==> src/crfs_pkg.sv <==
// Constants, types and carriers shared by the operand-sized register file.
// Assumes one processor clock; nothing here holds state.
package crfs_pkg;

   // Operand widths
   localparam int unsigned CRFS_BYTE_W = 8;
   localparam int unsigned CRFS_WORD_W = 16;
   localparam int unsigned CRFS_LONG_W = 32;
   localparam int unsigned CRFS_CODE_W = 3;

   // Register counts: data registers and address slots (slot 7 = user stack)
   localparam int unsigned CRFS_N_DATA = 8;
   localparam int unsigned CRFS_N_ADDR = 8;

   // Bus byte offsets
   localparam logic [7:0] CRFS_OFS_DATA = 8'h00;
   localparam logic [7:0] CRFS_OFS_ADDR = 8'h20;
   localparam logic [7:0] CRFS_OFS_CTRL = 8'h40;
   localparam logic [7:0] CRFS_OFS_LAST = 8'h58;

   // Control register selectors (also word index inside the control block)
   localparam logic [2:0] CRFS_CTL_SW = 3'h0;
   localparam logic [2:0] CRFS_CTL_FLAGS = 3'h1;
   localparam logic [2:0] CRFS_CTL_BASE = 3'h2;
   localparam logic [2:0] CRFS_CTL_SRC_CODE = 3'h3;
   localparam logic [2:0] CRFS_CTL_DST_CODE = 3'h4;
   localparam logic [2:0] CRFS_CTL_USP = 3'h5;
   localparam logic [2:0] CRFS_CTL_SSP = 3'h6;

   // Status word layout: defined bits, supervisor bit, stack slot
   localparam logic [15:0] CRFS_SW_MASK = 16'hA71F;
   localparam logic [7:0] CRFS_FLAGS_MASK = 8'h1F;
   localparam int unsigned CRFS_SUPER_BIT = 13;
   localparam logic [2:0] CRFS_SP_SLOT = 3'h7;

   // Reset values
   localparam logic [31:0] CRFS_RST_REG = 32'h0000_0000;
   localparam logic [15:0] CRFS_RST_SW = 16'h2700;
   localparam logic [2:0] CRFS_RST_CODE = 3'h0;

   // Operand size and register class
   typedef enum logic [1:0] {
      CRFS_SZ_BYTE = 2'b00,
      CRFS_SZ_WORD = 2'b01,
      CRFS_SZ_LONG = 2'b10,
      CRFS_SZ_BAD = 2'b11
   } crfs_size_t;

   typedef enum logic [1:0] {
      CRFS_K_DATA = 2'b00,
      CRFS_K_ADDR = 2'b01,
      CRFS_K_CTRL = 2'b10,
      CRFS_K_NONE = 2'b11
   } crfs_kind_t;

   // One register access from the datapath
   typedef struct packed {
      crfs_kind_t kind;
      logic [2:0] idx;
      crfs_size_t size;
      logic addr_dst;
   } crfs_req_t;

endpackage : crfs_pkg

==> src/crfs_regfile.sv <==
// Operand-sized register file: data, address, stack and control registers,
// reached by the execution datapath and by an APB slave.
// Assumes one clock; datapath requests are synchronous to clk.
`timescale 1ns/10ps
module crfs_regfile
   import crfs_pkg::*;
(
   // Clock and reset
   input wire logic clk,
   input wire logic reset,
   // Datapath read port
   input wire logic rd_valid,
   input wire crfs_req_t rd_req,
   output logic rd_valid_q,
   output logic [31:0] rd_data_q,
   // Datapath write port
   input wire logic wr_valid,
   input wire crfs_req_t wr_req,
   input wire logic [31:0] wr_data,
   output logic wr_err_q,
   // Status view
   output logic [15:0] status_q,
   // APB slave
   input wire logic [7:0] paddr,
   input wire logic psel,
   input wire logic penable,
   input wire logic pwrite,
   input wire logic [31:0] pwdata,
   output logic [31:0] prdata,
   output logic pready,
   output logic pslverr
);

   // Register storage
   logic [31:0] data_q [CRFS_N_DATA];
   logic [31:0] data_d [CRFS_N_DATA];
   logic [31:0] ar_q [CRFS_N_ADDR];
   logic [31:0] ar_d [CRFS_N_ADDR];
   logic [31:0] ssp_q;
   logic [31:0] ssp_d;
   logic [15:0] sw_q;
   logic [15:0] sw_d;
   logic [31:0] tbase_q;
   logic [31:0] tbase_d;
   logic [CRFS_CODE_W-1:0] src_code_q;
   logic [CRFS_CODE_W-1:0] src_code_d;
   logic [CRFS_CODE_W-1:0] dst_code_q;
   logic [CRFS_CODE_W-1:0] dst_code_d;
   logic rd_valid_d;
   logic [31:0] rd_data_d;
   logic wr_err_d;
   logic pready_q;
   logic pready_d;
   logic pslverr_q;
   logic pslverr_d;
   logic [31:0] prdata_q;
   logic [31:0] prdata_d;

   // Register value before size shaping
   function automatic logic [31:0] raw_sel(input crfs_kind_t k,
                                           input logic [2:0] i);
      logic [31:0] v;
      v = CRFS_RST_REG;
      case (k)
         CRFS_K_DATA: v = data_q[i];
         CRFS_K_ADDR: begin
            if (i == CRFS_SP_SLOT && sw_q[CRFS_SUPER_BIT]) v = ssp_q;
            else v = ar_q[i];
         end
         CRFS_K_CTRL: begin
            case (i)
               CRFS_CTL_SW: v = {16'h0000, sw_q & CRFS_SW_MASK};
               CRFS_CTL_FLAGS:
                  v = {24'h000000, sw_q[7:0] & CRFS_FLAGS_MASK};
               CRFS_CTL_BASE: v = tbase_q;
               CRFS_CTL_SRC_CODE: v = {29'h00000000, src_code_q};
               CRFS_CTL_DST_CODE: v = {29'h00000000, dst_code_q};
               CRFS_CTL_USP: v = ar_q[CRFS_SP_SLOT];
               CRFS_CTL_SSP: v = ssp_q;
               default: v = CRFS_RST_REG;
            endcase
         end
         default: v = CRFS_RST_REG;
      endcase
      return v;
   endfunction : raw_sel

   // Low-order portion of a data or address source, zero or sign extended; control registers whole
   function automatic logic [31:0] shape(input logic [31:0] v,
                                         input crfs_req_t r);
      logic [31:0] s;
      s = v;
      if (r.kind == CRFS_K_CTRL) s = v;
      else if (r.size == CRFS_SZ_BYTE) s = {24'h000000, v[7:0]};
      else if (r.size == CRFS_SZ_WORD) begin
         if (r.addr_dst) s = {{16{v[15]}}, v[15:0]};
         else s = {16'h0000, v[15:0]};
      end
      return s;
   endfunction : shape

   // Merge a sized result into the old data register value
   function automatic logic [31:0] merge(input logic [31:0] old_v,
                                         input logic [31:0] new_v,
                                         input crfs_size_t sz);
      logic [31:0] m;
      m = old_v;
      case (sz)
         CRFS_SZ_BYTE: m = {old_v[31:8], new_v[7:0]};
         CRFS_SZ_WORD: m = {old_v[31:16], new_v[15:0]};
         CRFS_SZ_LONG: m = new_v;
         default: m = old_v;
      endcase
      return m;
   endfunction : merge

   // APB decode: word aligned, inside the map
   wire apb_access = psel & penable;
   wire apb_mapped = (paddr <= CRFS_OFS_LAST) & (paddr[1:0] == 2'b00);
   wire crfs_kind_t apb_kind = crfs_kind_t'(paddr[6:5]);
   wire [2:0] apb_idx = paddr[4:2];
   wire apb_wr = apb_access & pready_q & pwrite & apb_mapped;
   wire crfs_req_t apb_req = '{kind: apb_kind, idx: apb_idx,
                               size: CRFS_SZ_LONG, addr_dst: 1'b0};

   // Write arbitration: the datapath wins a shared cycle
   wire dp_bad = (wr_req.size == CRFS_SZ_BAD) |
                 (wr_req.kind == CRFS_K_NONE) |
                 (wr_req.kind == CRFS_K_ADDR &&
                  wr_req.size == CRFS_SZ_BYTE);
   wire dp_wr = wr_valid & ~dp_bad;
   wire w_en = dp_wr | (apb_wr & ~wr_valid);
   wire crfs_req_t w_req = dp_wr ? wr_req : apb_req;
   wire [31:0] w_data = dp_wr ? wr_data : pwdata;
   wire w_data_hit = w_en & (w_req.kind == CRFS_K_DATA);
   wire w_addr_hit = w_en & (w_req.kind == CRFS_K_ADDR);
   wire w_ctrl_hit = w_en & (w_req.kind == CRFS_K_CTRL);
   wire super_mode = sw_q[CRFS_SUPER_BIT];

   // Address destination value: whole register, word sign-extended
   wire [31:0] w_addr_val = (w_req.size == CRFS_SZ_WORD) ?
                            {{16{w_data[15]}}, w_data[15:0]} :
                            w_data;

   // Data registers: sized merge per register
   genvar g;
   generate
      for (g = 0; g < CRFS_N_DATA; g = g + 1) begin : g_data
         assign data_d[g] = (w_data_hit && w_req.idx == 3'(g)) ?
                            merge(data_q[g], w_data, w_req.size) :
                            data_q[g];
      end
   endgenerate

   // Address slots; slot 7 is the user stack pointer
   generate
      for (g = 0; g < CRFS_N_ADDR; g = g + 1) begin : g_addr
         wire dir_hit = w_addr_hit && w_req.idx == 3'(g) &&
                        !(g == CRFS_SP_SLOT && super_mode);
         wire usp_hit = (g == CRFS_SP_SLOT) && w_ctrl_hit &&
                        w_req.idx == CRFS_CTL_USP;
         assign ar_d[g] = dir_hit ? w_addr_val :
                          usp_hit ? w_data : ar_q[g];
      end
   endgenerate

   // Supervisor stack pointer: slot 7 in supervisor mode or by selector
   wire ssp_dir = w_addr_hit & (w_req.idx == CRFS_SP_SLOT) & super_mode;
   wire ssp_ctl = w_ctrl_hit & (w_req.idx == CRFS_CTL_SSP);
   assign ssp_d = ssp_dir ? w_addr_val : ssp_ctl ? w_data : ssp_q;

   // Status word and condition byte; undefined bits never stored
   wire sw_hit = w_ctrl_hit & (w_req.idx == CRFS_CTL_SW);
   wire flags_hit = w_ctrl_hit & (w_req.idx == CRFS_CTL_FLAGS);
   assign sw_d = sw_hit ? (w_data[15:0] & CRFS_SW_MASK) :
                 flags_hit ? {sw_q[15:8],
                              w_data[7:0] & CRFS_FLAGS_MASK} :
                 sw_q;

   // Table base takes the whole long whatever size was asked
   wire tbase_hit = w_ctrl_hit & (w_req.idx == CRFS_CTL_BASE);
   assign tbase_d = tbase_hit ? w_data : tbase_q;

   // Alternate space codes keep three bits only
   wire src_code_hit = w_ctrl_hit & (w_req.idx == CRFS_CTL_SRC_CODE);
   wire dst_code_hit = w_ctrl_hit & (w_req.idx == CRFS_CTL_DST_CODE);
   assign src_code_d = src_code_hit ? w_data[CRFS_CODE_W-1:0] :
                       src_code_q;
   assign dst_code_d = dst_code_hit ? w_data[CRFS_CODE_W-1:0] :
                       dst_code_q;

   // Datapath read answer one cycle after the request
   assign rd_valid_d = rd_valid;
   assign rd_data_d = rd_valid ? shape(raw_sel(rd_req.kind, rd_req.idx),
                                       rd_req) : rd_data_q;
   assign wr_err_d = wr_valid & dp_bad;

   // APB: one wait state, then a single-cycle ready
   assign pready_d = apb_access & ~pready_q;
   assign pslverr_d = apb_access & ~pready_q & ~apb_mapped;
   assign prdata_d = (apb_access & ~pready_q & ~pwrite & apb_mapped) ?
                     raw_sel(apb_kind, apb_idx) : 32'h0000_0000;

   // Register array update
   always_ff @(posedge clk or posedge reset) begin
      if (reset) begin
         for (int i = 0; i < CRFS_N_DATA; i++) data_q[i] <= CRFS_RST_REG;
         for (int i = 0; i < CRFS_N_ADDR; i++) ar_q[i] <= CRFS_RST_REG;
      end else begin
         for (int i = 0; i < CRFS_N_DATA; i++) data_q[i] <= data_d[i];
         for (int i = 0; i < CRFS_N_ADDR; i++) ar_q[i] <= ar_d[i];
      end
   end

   // Control registers
   always_ff @(posedge clk or posedge reset) begin
      if (reset) begin
         ssp_q <= CRFS_RST_REG;
         sw_q <= CRFS_RST_SW;
         tbase_q <= CRFS_RST_REG;
         src_code_q <= CRFS_RST_CODE;
         dst_code_q <= CRFS_RST_CODE;
      end else begin
         ssp_q <= ssp_d;
         sw_q <= sw_d;
         tbase_q <= tbase_d;
         src_code_q <= src_code_d;
         dst_code_q <= dst_code_d;
      end
   end

   // Answer flops
   always_ff @(posedge clk or posedge reset) begin
      if (reset) begin
         rd_valid_q <= 1'b0;
         rd_data_q <= CRFS_RST_REG;
         wr_err_q <= 1'b0;
         pready_q <= 1'b0;
         pslverr_q <= 1'b0;
         prdata_q <= CRFS_RST_REG;
      end else begin
         rd_valid_q <= rd_valid_d;
         rd_data_q <= rd_data_d;
         wr_err_q <= wr_err_d;
         pready_q <= pready_d;
         pslverr_q <= pslverr_d;
         prdata_q <= prdata_d;
      end
   end

   // Output drive
   assign pready = pready_q;
   assign pslverr = pslverr_q;
   assign prdata = prdata_q;
   assign status_q = sw_q;

   // Byte write to a data register leaves bits 31..8 alone
   a_byte_keeps_upper:
   assert property (@(posedge clk) disable iff (reset)
      (dp_wr && wr_req.kind == CRFS_K_DATA && wr_req.size == CRFS_SZ_BYTE
       && wr_req.idx == 3'h0)
      |=> (data_q[0][31:8] == $past(data_q[0][31:8])) &&
          (data_q[0][7:0] == $past(wr_data[7:0])))
      else $error("byte write disturbed data register upper bits");

   // Word write to a data register keeps bits 31..16
   a_word_keeps_upper:
   assert property (@(posedge clk) disable iff (reset)
      (dp_wr && wr_req.kind == CRFS_K_DATA && wr_req.size == CRFS_SZ_WORD
       && wr_req.idx == 3'h3)
      |=> data_q[3] == {$past(data_q[3][31:16]), $past(wr_data[15:0])})
      else $error("word write to data register wrong");

   // Word write to an address register is sign-extended over 32 bits
   a_addr_word_sext:
   assert property (@(posedge clk) disable iff (reset)
      (dp_wr && wr_req.kind == CRFS_K_ADDR && wr_req.size == CRFS_SZ_WORD
       && wr_req.idx == 3'h2)
      |=> ar_q[2] == {{16{$past(wr_data[15])}}, $past(wr_data[15:0])})
      else $error("address word write not sign extended");

   // Byte size to an address register is refused and flagged
   a_addr_byte_refused:
   assert property (@(posedge clk) disable iff (reset)
      (wr_valid && wr_req.kind == CRFS_K_ADDR &&
       wr_req.size == CRFS_SZ_BYTE && wr_req.idx == 3'h2)
      |=> wr_err_q && $stable(ar_q[2]))
      else $error("byte write to address register not refused");

   // Undefined status bits never hold a one
   a_status_undef_zero:
   assert property (@(posedge clk) disable iff (reset)
      (sw_q & ~CRFS_SW_MASK) == 16'h0000)
      else $error("undefined status bit set");

   // Condition byte write leaves the upper status byte unchanged
   a_flags_upper_kept:
   assert property (@(posedge clk) disable iff (reset)
      flags_hit |=> (sw_q[15:8] == $past(sw_q[15:8])) &&
                  (sw_q[7:0] == ($past(w_data[7:0]) & CRFS_FLAGS_MASK)))
      else $error("condition byte write touched system byte");

   // Byte read of a data register returns zero upper bits
   a_read_byte_zext:
   assert property (@(posedge clk) disable iff (reset)
      (rd_valid && rd_req.kind == CRFS_K_DATA &&
       rd_req.size == CRFS_SZ_BYTE)
      |=> rd_valid_q && rd_data_q[31:8] == 24'h000000)
      else $error("byte read leaked upper bits");

   // Table base written whole even for a word-sized request
   a_tbase_long_only:
   assert property (@(posedge clk) disable iff (reset)
      tbase_hit |=> tbase_q == $past(w_data))
      else $error("table base not written as long word");

   // Space code reads show zero above bit 2
   a_code_read_zero:
   assert property (@(posedge clk) disable iff (reset)
      (rd_valid && rd_req.kind == CRFS_K_CTRL &&
       rd_req.idx == CRFS_CTL_SRC_CODE)
      |=> rd_data_q[31:3] == 29'h00000000 &&
          rd_data_q[2:0] == $past(src_code_q))
      else $error("space code read shows upper bits");

   // APB ready is one pulse, two cycles into the transfer
   a_apb_ready_pulse:
   assert property (@(posedge clk) disable iff (reset)
      ($rose(psel) && !penable) ##1 penable |=> pready ##1 !pready)
      else $error("APB ready timing wrong");

endmodule : crfs_regfile

==> config.mk <==
export PLATFORM = sky130hd
export DESIGN_NAME = crfs_regfile
export DESIGN_NICKNAME = d
export VERILOG_FILES = /design/src/crfs_pkg.sv /design/src/crfs_regfile.sv
export SDC_FILE = /design/constraint.sdc
export NUM_CORES = 2
export LEC_CHECK = 0
export BUFFER_PORTS_ARGS = -buffer_cell sky130_fd_sc_hd__buf_2
export CORE_MARGIN = 2
export CORE_UTILIZATION = 60
export CTS_CLUSTER_SIZE = 14
export DETAILED_ROUTE_END_ITERATION = 10
export PLACE_DENSITY = 0.8
export SLEW_MARGIN = 20
export SYNTH_ARGS = -nofsm -noshare
export SYNTH_HDL_FRONTEND = slang
export SYNTH_SLANG_ARGS = --single-unit
==> constraint.sdc <==
create_clock -name clk -period 32.2 [get_ports clk]
set_input_delay 6.44 -clock clk [delete_from_list [all_inputs] [get_ports clk]]
set_output_delay 6.44 -clock clk [all_outputs]
set_load 0.02 [all_outputs]
==> flow_summary_export.csv <==
group,metric,value,unit
drt,drt_iter0_markers,4083,
setup_path,cp_slowest_cell,"or4b_1",
placement,dp_hpwl,71400,um
finish,mostFrequentLayoutCell,"dfrtp_1",
finish,layout-drive-gt1-share,28.9,%
finish,fin_nets,3268,
timing,skew,30.6,ps
die,die_w,250,um
synth,synth_top_area_share,45.2,%
setup_path,crit_path_start,"paddr[3]",
setup_path,crit_path_frequent_cell,"buf_4",
synth,ys_top_cells_by_area,"dfrtp_1, mux4_2, mux2_2",
drt,wl_per_cell,29.8,um
hold_path,hp-class,"flip-flop to flip-flop",
setup_path,cp_top_family,"buffers and inverters",
timing,rsz0062_at_grt,"false",
setup_path,critPathBufInv,3,
synth,synth_edf_count,0,
grt,grt_pass1_wl,180000,um
timing,setup_violations,0,
hold_path,min_from,"pready",
die,num_rows,90,
synth,synth.distinct_cells,75,
timing,setup_ws,21420,ps
finish,n_antenna_cell,0,
power_and_ir_drop,total_power,2.57,mW
synth,synth_area_leader_cell,"dfrtp_1",
placement,gp_congestion,0.897,
placement,place_inst,3876,
setup_path,arrival,11270,ps
die,die-area,62500,um2
drt,vias_per_cell,7.30,
clocking,tritoncts,"done",
finish,fillers,4220,
drt,vias,29260,
clocking,worstSkewPairLatency,630,ps
clocking,cts_resized,0,
grt,gr-total-overflow,0,
die,core-area,60100,um2
setup_path,cp-end-kind,"flip-flop",
timing,period_share,33.5,%
grt,grt_use_total,38.3,%
placement,io_buffer_count,171,
synth,async_flop_share,100,%
finish,final_cell_count_no_fill,4006,
timing,hold_viol,0,
die,start_util,60.4,%
grt,grt_max_degree,139,
clocking,cts_buffers,71,
clocking,clock_tree.buffer_depth,3,
grt,grt_pass1_vias,29824,
clocking,root_buffer,"clkbuf_16",
setup_path,crit_fanout,65,
setup_path,cpPeakStageDelay,1110,ps
synth,ys_seq_area_share,45.5,%
timing,tns,0,ps
setup_path,r2r-start,"pready",
timing,fin_crit,10780,ps
power_and_ir_drop,ir_drop,0.0425,mV
synth,ys_seq_elements,660,
setup_path,cp_cell_sequence,"buf_6, buf_4, and3_1, o221a_2, a41oi_2, or4b_1, o21ai_4, buf_4, mux2_1",
die,die_h,250,um
drt,ant_nets,0,
drt,route.detailed.drc,0,
grt,antenna_found_initial,3,
clocking,cts_sinks,660,
timing,timing_worst_slew_pin_value,1260,ps
clocking,postCtsSetupRepairBufs,0,
job,cap_violations,0,
synth,synthCells,3127,
timing,max_freq,0.0928,GHz
setup_path,cp.required,32690,ps
finish,syn2layout_area_growth,10.4,%
placement,dp_slack,21140,ps
synth,postSynthAreaPerCell,11.6,um2
clocking,path_clk_slew,60,ps
setup_path,path_class,"input port to flip-flop",
clocking,h-tree-depth,3,
synth,syn_area,36300,um2
setup_path,critPathLaunchType,"input port",
power_and_ir_drop,pwr_density_cell,64.1,nW/um2
synth,yosys_warnings,0,
die,io_pins,179,
timing,slew_headroom,15.8,%
timing,maxSlewViolCount,0,
power_and_ir_drop,p_leak,18.0,nW
drt,drtPass1Iterations,7,
finish,layout_common_cells,"dfrtp_1, nand2_1, nor2_1",
outcome,status,"finished clean",
synth,synthFlopType,"dfrtp_1",
drt,routed_wl,119000,um
clocking,hold_buffers,0,
worst register-to-register path: cells and delay by family, from the launching register on:
| kind | cells | cell delay, ps |
|---|---|---|
| compound gates | 3 | 1570 |
| buf+inv | 1 | 610 |
| flops | 1 | 380 |
| mux | 1 | 410 |
| simple gates | 1 | 1050 |
cell usage after synthesis (7+ instances only):
cell and instances:
buf_2 48, o221a_1 16, nor3_4 13, o22a_1 9, mux4_2 236, mux2_4 20, o21ai_0 240, o211ai_1 14
nor2b_1 18, a22oi_1 38, inv_1 9, nand3b_1 9, dfrtp_1 656, o221a_2 21, nand2_1 358, o22ai_1 51
buf_6 8, mux2i_1 225, a21oi_1 195, clkbuf_1 164, o21a_1 16, a2bb2oi_1 8, a221oi_1 13, mux2_1 25
nor2_1 264, mux2_2 251, nand2b_1 13, o2111ai_1 7, nand3_1 19, buf_4 9, buf_1 38, a22o_1 27
power breakdown:
part	switching (mW)	internal, mW
combinational	0.278	0.277
sequential	0.157	0.997
clock	0.352	0.508
flip-flops by register name (all words and copies together) (netlist names):
| signal | count |
|---|---|
| rd_data_q | 32 |
| pslverr | 1 |
| dst_code_q | 3 |
| pready | 1 |
| ssp_q | 32 |
| wr_err_q | 1 |
| status_q | 10 |
| rd_valid_q | 1 |
| tbase_q | 32 |
| src_code_q | 3 |
| prdata | 32 |
| ar_q | 256 |
| data_q | 256 |
logic make-up (layout without fill, tap and decap cells):
group	Yosys count	after routing	synth area share, %
compound gates	683	683	11.7
xor+xnor	1	1	0.0241
fa+ha+maj	4	4	0.138
buf+inv	277	369	3.29
flops	660	660	45.5
mux	757	757	30.2
other cells	1	6	0.0103
simple gates	744	744	9.06
final cells by class:
class | instances | area (um2) | area share, %
inverter | 10 | 45.0 | 0.112
clock inverter | 28 | 348 | 0.868
sequential | 660 | 16500 | 41.2
tap | 782 | 978 | 2.44
timing repair buffer | 231 | 1390 | 3.47
multi-input combinational | 2195 | 18700 | 46.7
clock buffer | 100 | 2080 | 5.19
metal layers:
layer | vias to the layer above | routed length (um) | GRT usage, %
li1 | 11684 | - | -
met1 | 14499 | 42000 | 50.0
met3 | 629 | 17200 | 12.2
met5 | - | 13 | 0
met2 | 2446 | 51900 | 55.8
met4 | 2 | 8260 | 24.5
metrics by stage:
| step | utilization [%] | cell area, um2 | hold slack [ps] |
|---|---|---|---|
| floorplan | - | 36300 | 461 |
| detailed placement | 62.5 | 37600 | 483 |
| global placement | 62.5 | 37600 | 464 |
| global route | 66.7 | 40100 | 516 |
| CTS | 66.6 | 40000 | 493 |
| finish | 66.7 | 40100 | 490 |
final timing paths:
kind                       slack (ps)  depth (start not counted)   endpoint
max reg2reg                     28070                          6    ar_q[4]
min in group asynchronous        6010                          2  ar_q[233]
min                               490                          1     pready
max in group asynchronous       23870                          4  ar_q[186]
min reg2reg                       490                          1     pready
max                             21420                          9    ar_q[4]
Note: power is estimated with default switching activity, not from simulation.
